<file path="src/gated_event_counter_regs.vh">
// Register map, field positions and codes of the gated event counter
`ifndef GATED_EVENT_COUNTER_REGS_VH
`define GATED_EVENT_COUNTER_REGS_VH

`define GEC_ADDR_W        8
`define GEC_DATA_W        32
`define GEC_NUM_CNT       2

// Byte offsets
`define GEC_OFF_CTRL      8'h00
`define GEC_OFF_CFG0      8'h04
`define GEC_OFF_CFG1      8'h08
`define GEC_OFF_CFG_PAIR  8'h0c
`define GEC_OFF_CNT0      8'h10
`define GEC_OFF_CNT1      8'h14
`define GEC_OFF_STATUS    8'h18

// Control: start bits at 0+n, stop bits at 4+n, clear bits at 8+n
`define GEC_CTRL_START    0
`define GEC_CTRL_STOP     4
`define GEC_CTRL_CLEAR    8

// Configuration fields
`define GEC_CFG_GATE_LSB  0
`define GEC_CFG_GATE_MSB  2
`define GEC_CFG_EDGE      3
`define GEC_CFG_TB_LSB    16
`define GEC_CFG_TB_MSB    31
`define GEC_CFG_RESET     32'h0000_0000

// Status: running at 0+n, armed-by-gate at 4+n, gate level at 8+n, source level at 12+n
`define GEC_ST_RUN        0
`define GEC_ST_TRIG       4
`define GEC_ST_GATE       8
`define GEC_ST_SRC        12

// Gate modes
`define GEC_GATE_NONE     3'h0
`define GEC_GATE_HIGH     3'h1
`define GEC_GATE_LOW      3'h2
`define GEC_GATE_RISE     3'h3
`define GEC_GATE_FALL     3'h4

`define GEC_RESP_OKAY     2'h0
`define GEC_RESP_SLVERR   2'h2

`endif

</file>
<file path="src/gated_event_counter.v">
// Two gated event/timebase counters behind an AXI4-Lite register slave
//
// What this block does
// - One config write can set up one counter, or both together.
// - Each qualifying transition on the source input counts as one event.
// - Edge select 0 counts rising source transitions, 1 counts falling ones.
// - Gate mode 0 ignores the gate and counts right after software start.
// - After start, mode 1 counts while gate high, mode 2 while gate low.
// - After start, mode 3 begins at first gate rise, mode 4 at first fall.
// - Positive timebase field counts internal timebase ticks; zero or negative counts source edges.
`timescale 1ns/10ps
`include "gated_event_counter_regs.vh"

module gated_event_counter (
    input  wire                     aclk,
    input  wire                     aresetn,
    input  wire [`GEC_ADDR_W-1:0]   s_axi_awaddr,
    input  wire                     s_axi_awvalid,
    output reg                      s_axi_awready,
    input  wire [`GEC_DATA_W-1:0]   s_axi_wdata,
    input  wire [3:0]               s_axi_wstrb,
    input  wire                     s_axi_wvalid,
    output reg                      s_axi_wready,
    output reg  [1:0]               s_axi_bresp,
    output reg                      s_axi_bvalid,
    input  wire                     s_axi_bready,
    input  wire [`GEC_ADDR_W-1:0]   s_axi_araddr,
    input  wire                     s_axi_arvalid,
    output reg                      s_axi_arready,
    output reg  [`GEC_DATA_W-1:0]   s_axi_rdata,
    output reg  [1:0]               s_axi_rresp,
    output reg                      s_axi_rvalid,
    input  wire                     s_axi_rready,
    input  wire [`GEC_NUM_CNT-1:0]  counter_source_input,
    input  wire [`GEC_NUM_CNT-1:0]  counter_gate_input
);

////////////////////////////////////////////////////////////////////////////////
// Write channel: address and data taken in either order, response after both

reg                     aw_held_reg;
reg                     w_held_reg;
reg [`GEC_ADDR_W-1:0]   awaddr_reg;
reg [`GEC_DATA_W-1:0]   wdata_reg;
reg [3:0]               wstrb_reg;
wire                    wr_do;
wire [`GEC_DATA_W-1:0]  wmask;
wire                    wr_mapped;

assign wr_do = aw_held_reg & w_held_reg & ~s_axi_bvalid;
assign wmask = {{8{wstrb_reg[3]}}, {8{wstrb_reg[2]}}, {8{wstrb_reg[1]}}, {8{wstrb_reg[0]}}};
assign wr_mapped = (awaddr_reg[7:2] == `GEC_OFF_CTRL >> 2) ||
                   (awaddr_reg[7:2] == `GEC_OFF_CFG0 >> 2) ||
                   (awaddr_reg[7:2] == `GEC_OFF_CFG1 >> 2) ||
                   (awaddr_reg[7:2] == `GEC_OFF_CFG_PAIR >> 2);

always @(posedge aclk) begin
    if (!aresetn) begin
        aw_held_reg   <= 1'b0;
        w_held_reg    <= 1'b0;
        awaddr_reg    <= 8'h00;
        wdata_reg     <= 32'h0000_0000;
        wstrb_reg     <= 4'h0;
        s_axi_awready <= 1'b0;
        s_axi_wready  <= 1'b0;
        s_axi_bvalid  <= 1'b0;
        s_axi_bresp   <= `GEC_RESP_OKAY;
    end else begin
        s_axi_awready <= ~aw_held_reg & ~(s_axi_awvalid & s_axi_awready) & ~wr_do;
        s_axi_wready  <= ~w_held_reg & ~(s_axi_wvalid & s_axi_wready) & ~wr_do;
        if (s_axi_awvalid && s_axi_awready) begin
            aw_held_reg <= 1'b1;
            awaddr_reg  <= s_axi_awaddr;
        end
        if (s_axi_wvalid && s_axi_wready) begin
            w_held_reg <= 1'b1;
            wdata_reg  <= s_axi_wdata;
            wstrb_reg  <= s_axi_wstrb;
        end
        if (wr_do) begin
            aw_held_reg  <= 1'b0;
            w_held_reg   <= 1'b0;
            s_axi_bvalid <= 1'b1;
            s_axi_bresp  <= wr_mapped ? `GEC_RESP_OKAY : `GEC_RESP_SLVERR;
        end else if (s_axi_bvalid && s_axi_bready) begin
            s_axi_bvalid <= 1'b0;
        end
    end
end

// Ready returns while a response waits; a held write is done only after bvalid clears
wire wr_ctrl = wr_do && awaddr_reg[7:2] == `GEC_OFF_CTRL >> 2;
wire wr_pair = wr_do && awaddr_reg[7:2] == `GEC_OFF_CFG_PAIR >> 2;
wire [`GEC_DATA_W-1:0] ctrl_w = wdata_reg & wmask;

////////////////////////////////////////////////////////////////////////////////
// Counter channels

wire [`GEC_DATA_W-1:0]  cfg_q   [0:`GEC_NUM_CNT-1];
wire [`GEC_DATA_W-1:0]  count_q [0:`GEC_NUM_CNT-1];
wire [`GEC_NUM_CNT-1:0] run_q;
wire [`GEC_NUM_CNT-1:0] trig_q;
wire [`GEC_NUM_CNT-1:0] gate_lvl;
wire [`GEC_NUM_CNT-1:0] src_lvl;

genvar n;
generate
    for (n = 0; n < `GEC_NUM_CNT; n = n + 1) begin : g_cnt
        reg  [2:0]              src_sync_reg;
        reg  [2:0]              gate_sync_reg;
        reg  [`GEC_DATA_W-1:0]  cfg_reg;
        reg  [`GEC_DATA_W-1:0]  count_reg;
        reg                     run_reg;
        reg                     trig_reg;
        reg  [15:0]             tb_cnt_reg;
        wire [2:0]              gate_mode;
        wire                    edge_fall;
        wire signed [15:0]      tb_div;
        wire                    use_tb;
        wire                    src_rise;
        wire                    src_fall;
        wire                    gate_rise;
        wire                    gate_fall;
        wire                    tb_tick;
        wire                    event_hit;
        reg                     gate_ok;
        wire                    wr_own;

        assign gate_mode = cfg_reg[`GEC_CFG_GATE_MSB:`GEC_CFG_GATE_LSB];
        assign edge_fall = cfg_reg[`GEC_CFG_EDGE];
        assign tb_div    = cfg_reg[`GEC_CFG_TB_MSB:`GEC_CFG_TB_LSB];
        assign use_tb    = tb_div > 16'sh0000;
        // Only stages 1 and 2 feed logic; stage 0 is the metastable catcher
        assign src_rise  = src_sync_reg[1] & ~src_sync_reg[2];
        assign src_fall  = ~src_sync_reg[1] & src_sync_reg[2];
        assign gate_rise = gate_sync_reg[1] & ~gate_sync_reg[2];
        assign gate_fall = ~gate_sync_reg[1] & gate_sync_reg[2];
        assign tb_tick   = use_tb && tb_cnt_reg == tb_div - 16'h0001;
        assign event_hit = use_tb ? tb_tick : (edge_fall ? src_fall : src_rise);
        assign wr_own    = wr_do && awaddr_reg[7:2] == ((`GEC_OFF_CFG0 >> 2) + n);

        always @* begin
            case (gate_mode)
                `GEC_GATE_NONE: gate_ok = 1'b1;
                `GEC_GATE_HIGH: gate_ok = gate_sync_reg[1];
                `GEC_GATE_LOW:  gate_ok = ~gate_sync_reg[1];
                `GEC_GATE_RISE: gate_ok = trig_reg;
                `GEC_GATE_FALL: gate_ok = trig_reg;
                default:        gate_ok = 1'b0;
            endcase
        end

        always @(posedge aclk) begin
            if (!aresetn) begin
                src_sync_reg  <= 3'h0;
                gate_sync_reg <= 3'h0;
                cfg_reg       <= `GEC_CFG_RESET;
                count_reg     <= 32'h0000_0000;
                run_reg       <= 1'b0;
                trig_reg      <= 1'b0;
                tb_cnt_reg    <= 16'h0000;
            end else begin
                src_sync_reg  <= {src_sync_reg[1:0], counter_source_input[n]};
                gate_sync_reg <= {gate_sync_reg[1:0], counter_gate_input[n]};
                if (wr_own || wr_pair) begin
                    cfg_reg <= (cfg_reg & ~wmask) | (wdata_reg & wmask);
                end
                // Timebase divider free-runs while the counter runs, whatever the gate
                if (!use_tb || !run_reg || tb_tick) begin
                    tb_cnt_reg <= 16'h0000;
                end else begin
                    tb_cnt_reg <= tb_cnt_reg + 16'h0001;
                end
                // Edge trigger arms once per start and then stays armed
                if (run_reg && !trig_reg &&
                    ((gate_mode == `GEC_GATE_RISE && gate_rise) ||
                     (gate_mode == `GEC_GATE_FALL && gate_fall))) begin
                    trig_reg <= 1'b1;
                end
                if (run_reg && gate_ok && event_hit) begin
                    count_reg <= count_reg + 32'h0000_0001;
                end
                if (wr_ctrl && ctrl_w[`GEC_CTRL_CLEAR + n]) begin
                    count_reg <= 32'h0000_0000;
                end
                if (wr_ctrl && ctrl_w[`GEC_CTRL_STOP + n]) begin
                    run_reg  <= 1'b0;
                    trig_reg <= 1'b0;
                end else if (wr_ctrl && ctrl_w[`GEC_CTRL_START + n]) begin
                    run_reg  <= 1'b1;
                    trig_reg <= 1'b0;
                end
            end
        end

        assign cfg_q[n]   = cfg_reg;
        assign count_q[n] = count_reg;
        assign run_q[n]   = run_reg;
        assign trig_q[n]  = trig_reg;
        assign gate_lvl[n] = gate_sync_reg[1];
        assign src_lvl[n]  = src_sync_reg[1];
    end
endgenerate

////////////////////////////////////////////////////////////////////////////////
// Read channel: data one cycle after the address is taken

reg [`GEC_DATA_W-1:0] rd_mux;
reg                   rd_ok;

always @* begin
    rd_mux = 32'h0000_0000;
    rd_ok  = 1'b1;
    case (s_axi_araddr[7:2])
        `GEC_OFF_CTRL >> 2:   rd_mux = {30'h0000_0000, run_q};
        `GEC_OFF_CFG0 >> 2:   rd_mux = cfg_q[0];
        `GEC_OFF_CFG1 >> 2:   rd_mux = cfg_q[1];
        `GEC_OFF_CNT0 >> 2:   rd_mux = count_q[0];
        `GEC_OFF_CNT1 >> 2:   rd_mux = count_q[1];
        `GEC_OFF_STATUS >> 2: rd_mux = {18'h00000, src_lvl, 2'h0, gate_lvl,
                                        2'h0, trig_q, 2'h0, run_q};
        default:              rd_ok = 1'b0;
    endcase
end

always @(posedge aclk) begin
    if (!aresetn) begin
        s_axi_arready <= 1'b0;
        s_axi_rvalid  <= 1'b0;
        s_axi_rdata   <= 32'h0000_0000;
        s_axi_rresp   <= `GEC_RESP_OKAY;
    end else begin
        s_axi_arready <= ~s_axi_rvalid & ~(s_axi_arvalid & s_axi_arready);
        if (s_axi_arvalid && s_axi_arready) begin
            s_axi_rvalid <= 1'b1;
            s_axi_rdata  <= rd_mux;
            s_axi_rresp  <= rd_ok ? `GEC_RESP_OKAY : `GEC_RESP_SLVERR;
        end else if (s_axi_rvalid && s_axi_rready) begin
            s_axi_rvalid  <= 1'b0;
            s_axi_arready <= 1'b0;
        end
    end
end

endmodule // gated_event_counter

</file>
<file path="config.mk">
export PLATFORM = sky130hd
export DESIGN_NAME = gated_event_counter
export DESIGN_NICKNAME = d
export VERILOG_FILES = /design/src/gated_event_counter.v
export VERILOG_INCLUDE_DIRS = /design/src
export SDC_FILE = /design/constraint.sdc
export NUM_CORES = 1
export LEC_CHECK = 0
export BUFFER_PORTS_ARGS = -buffer_cell sky130_fd_sc_hd__buf_2
export CORE_ASPECT_RATIO = 0.9
export CORE_MARGIN = 5
export CORE_UTILIZATION = 50
export DETAILED_ROUTE_END_ITERATION = 10
export PLACE_DENSITY_LB_ADDON = 0.12
export SLEW_MARGIN = 20
export SYNTH_ARGS = -nofsm -noshare
export SYNTH_HDL_FRONTEND = slang
export SYNTH_SLANG_ARGS = --single-unit
</file>
<file path="constraint.sdc">
create_clock -name aclk -period 3.9 [get_ports aclk]
set_input_delay 0 -clock aclk [delete_from_list [all_inputs] [get_ports aclk]]
set_output_delay 0 -clock aclk [all_outputs]
set_load 0.05 [all_outputs]
</file>
==> out/metrics.cfg <==
[power_and_ir_drop]
design_power_total_w=0.00550
power_density_nw_per_um2=374
p_int_w=0.00429
total_leakage_power_nw=5.72
share_seq_of_total_power_pct=49.3
switchingPower_w=0.00121
share_clk_of_total_power_pct=46.1
pwr-share-comb_pct=4.6
netSwitchingFraction_pct=22.1
peakVddDrop_mv=0.272

[clock_network]
clk-insertion-delay-late_ps=540
cts_num_sinks=259
htree_num_levels=1
cts-buffers-inserted=28
cts.reportedPaths.clkPinSlew_ps=60
tritoncts_clock_tree=done
ctsLongestPathBuffers=3
cts_root_buffer=sky130_fd_sc_hd__clkbuf_16

[timing]
finalSetupViolations=0
rsz0062_at_grt=false
worst_clock_skew_ps=23.0
postLayoutSetupSlackWorst_ps=400
clock.fmax_ghz=0.286
fin_max_slew_vios=0
finalCritPeriodShare_pct=89.7
slew_headroom_pct=27.6
max_slew.worst_pin.slew_ps=1080
layout_min_cycle_time_ps=3500
setup_total_negative_slack_ps=0
hold_viol=0

[critical_path]
worstPathMaxFanout=17
criticalPathCategory=reg2reg
r2r_cells=10
critical-path-max-stage-delay_ps=600
rrSetupSlack_ps=400
timing.critical_path.cells=inv_1, ha_1, nor3b_4, nand4_1, or4_1, a2111oi_4, o2111ai_4, a211oi_2, a21oi_1, o21a_1
crit_path_start_kind=flip-flop
cp-end-kind=flip-flop
path_buf_inv=1
worst_path_top_cell_family_by_delay=compound AO/OA/AOI/OAI gates
critPathRequiredTime_ps=4330
worst_r2r_endpoint=g_cnt[0].count_reg[19]$_SDFFE_PP0P_
slowest_stage=sky130_fd_sc_hd__a211oi_2
arrival_ps=3930

[synthesis]
total_of_flip_flops_plus_latches_after_synthesis=259
post_synth_mux_area_share_pct=5.73
synth.cell_area_sq_um=12400
synthAdderAreaFrac_pct=0.604
synth_xor_xnor_area_share_pct=5.49
yosysWarnings=0
synth-seq-area-share_pct=41.7
yosys.area_share.simple_pct=23.3
postSynth.asyncResetShare_pct=0
post_synthesis_cell_type_with_the_largest_combined_area=sky130_fd_sc_hd__dfxtp_1
syn_inst=1406
count_of_cell_types_in_the_netlist=76
main_combinational_cell_family_by_area_after_synthesis=simple AND/OR/NAND/NOR gates
synth.avg_cell_area_sq_um=8.84
postSynth.topFlopCell=sky130_fd_sc_hd__dfxtp_1
yosys.area.top_type_share_pct=41.7
synthTopCellsByArea=sky130_fd_sc_hd__dfxtp_1, sky130_fd_sc_hd__mux2i_1, sky130_fd_sc_hd__nand2_1, sky130_fd_sc_hd__nor2b_1, sky130_fd_sc_hd__xnor2_1
number_of_flops_mapped_to_enable_cells_by_yosys=0
area_fraction_in_compound_gates_after_synthesis_pct=19.3

[placed_design]
hpwl_mm=23.6
placed_cell_area_sq_um=13200
dp_cells=1777
global_placement_routability_congestion=0.946
post-place-ws_ps=432
port_buffers=97

[worst_hold_path]
hold_end=s_axi_rdata[1]$_SDFFE_PN0P_
worst_hold_check_path_type=in2reg
hold_path.startpoint=s_axi_araddr[2]
number_of_cells_traversed_by_the_worst_hold_path=5

[floorplan]
die_height_um=160
floorplan.die_area_sq_um=28100
initial_utilization_pct=51.0
rows=54
core_region_area_sq_um=24400
boundaryPins=104
die_w_um=176

[drt]
avgRoutedWirePerCell_um=18.0
drc=0
via_count=10800
starting_drc_count_in_detailed_routing=1050
antenna_violating_nets_post_route=0
drt_wl_total_mm=34.0
detail_route.first_pass.iterations=5
routed_via_density=5.73

[outcome]
result_of_the_run=finished clean

[global_routing]
groute.usage.overall_pct=23.2
wire_length_of_the_first_global_routing_pass_mm=53.7
initial_antenna_violation_count=1
grt_max_degree=107
grt_overflow=0
grt_pass1_vias=9797

[layout]
final.fill_count=2100
regArea_sq_um=5180
multi_input_comb_area_sq_um=6800
final_nets=1605
final_cells=1891
layout-drive-gt1-share_pct=13.0
post_route_cell_area_sq_um=14700
flow.area_growth_from_synthesis_pct=18.5

[flow_run]
drv.max_cap_violation_count=0

[kinds of logic (layout without fill, tap and decap cells)]
kind of cell / after synthesis / count (layout)
AO/OA/AOI/OAI: 322 / 322
XOR/XNOR: 78 / 78
adder cells (fa/ha/maj): 6 / 6
buffers and inverters: 117 / 264
flip-flops: 259 / 259
multiplexers: 71 / 71
other: 1 / 3
AND/OR/NAND/NOR: 552 / 552
[tightest hold or removal path, delay by kind of cell]
family                 cells  cell delay (ps)
and+or+nand+nor            2              200
buffers and inverters      1              130
AOI/OAI and AO/OA          2              210
[layout make-up]
cell class | count | area share, %
antenna | 1 | 0.0170
clock buffer | 42 | 5.53
clock inverter | 6 | 0.399
inverter | 29 | 0.739
multi-input combinational | 1031 | 46.2
sequential | 259 | 35.2
tap | 336 | 2.85
timing repair buffer | 187 | 9.09
[layout by cell type (no fill, tap or decap), types with 9 or more instances in the layout]
cell	synthesis	final
sky130_fd_sc_hd__nor2b_1	69	68
sky130_fd_sc_hd__and4_1	10	10
sky130_fd_sc_hd__a21oi_1	61	61
sky130_fd_sc_hd__a221oi_1	26	26
sky130_fd_sc_hd__dfxtp_1	259	259
sky130_fd_sc_hd__clkbuf_1	79	9
sky130_fd_sc_hd__a21boi_0	43	43
sky130_fd_sc_hd__or3_1	14	14
sky130_fd_sc_hd__o31ai_1	27	27
sky130_fd_sc_hd__nand2_1	170	170
sky130_fd_sc_hd__and2_1	23	23
sky130_fd_sc_hd__nor3_1	9	9
sky130_fd_sc_hd__and3_1	27	27
sky130_fd_sc_hd__nand4_1	20	20
sky130_fd_sc_hd__o21ai_0	50	50
sky130_fd_sc_hd__dlygate4sd3_1	0	65
sky130_fd_sc_hd__xor2_1	32	32
sky130_fd_sc_hd__buf_4	2	25
sky130_fd_sc_hd__a31oi_1	9	9
sky130_fd_sc_hd__mux2i_1	70	70
sky130_fd_sc_hd__or4_1	26	26
sky130_fd_sc_hd__inv_1	29	29
sky130_fd_sc_hd__nor2_1	89	87
sky130_fd_sc_hd__buf_2	2	96
sky130_fd_sc_hd__xnor2_1	46	46
sky130_fd_sc_hd__nand3_1	51	50
sky130_fd_sc_hd__a22o_1	24	24
sky130_fd_sc_hd__clkbuf_16	0	29
[synthesized netlist by cell type (all sizes together), types with 3 or more instances]
master / number
o211a: 4
nor2: 89
and3: 27
and4: 10
nor4: 6
nand3: 51
clkbuf: 79
a32oi: 4
inv: 29
a21boi: 43
xnor2: 46
and2: 24
a21oi: 62
nand2: 170
or3: 15
nand2b: 6
nand4: 20
a21o: 8
a221oi: 26
or2: 4
o2111ai: 3
a22o: 24
dfxtp: 259
a2111oi: 10
a22oi: 6
nor2b: 69
o21ai: 50
mux2i: 70
nor3: 11
buf: 9
o31ai: 27
nand3b: 8
a31oi: 10
xor2: 32
a211oi: 9
a211o: 4
o21a: 7
nor4b: 5
a222oi: 8
or4: 28
ha: 6
nor3b: 5
[stage by stage]
stage               utilization, %  hold WS (ps)
finish                        60.4          47.8
global route                  60.4          86.4
CTS                           60.4          34.4
detailed placement            54.1           209
global placement              54.1           210
floorplan                        -           127
[power by group through the flow]
| stage | clock network, W | logic, W | registers (W) |
|---|---|---|---|
| detailed placement | 0 | 0.000203 | 0.00277 |
| floorplan | 0 | 0.000123 | 0.00277 |
| finish | 0.00254 | 0.000255 | 0.00271 |
| global placement | 0 | 0.000201 | 0.00277 |
| CTS | 0.00259 | 0.000252 | 0.00271 |
| global route | 0.00269 | 0.000278 | 0.00271 |
[timing repair]
action                    CTS  global route
gates resized for setup     0             0
hold buffers               65             0
hold endpoints to repair   71             0
setup buffers               0             0
[how the worst max path moves through the flow]
stage,from,to,slack (ps),depth (start not counted)
after global placement,flip-flop,g_cnt[0].count_reg[15]$_SDFFE_PP0P_,470,10
final,flip-flop,g_cnt[0].count_reg[19]$_SDFFE_PP0P_,400,10
after global routing,flip-flop,g_cnt[0].count_reg[19]$_SDFFE_PP0P_,180,10
after floorplan,flip-flop,g_cnt[0].count_reg[7]$_SDFFE_PP0P_,800,11
after CTS,flip-flop,g_cnt[0].count_reg[27]$_SDFFE_PP0P_,430,10
after detailed placement,flip-flop,g_cnt[0].count_reg[25]$_SDFFE_PP0P_,430,10
[per-layer routing]
layer  part of all wire, %  up-vias  GRT usage, %
met5                     0        -             0
met2                    41      368          33.3
met3                   7.6       48          3.99
met1                    49     5093          36.2
li1                      -     5322             -
met4                   2.0        0          4.78
(Power assumes the default switching activity.)
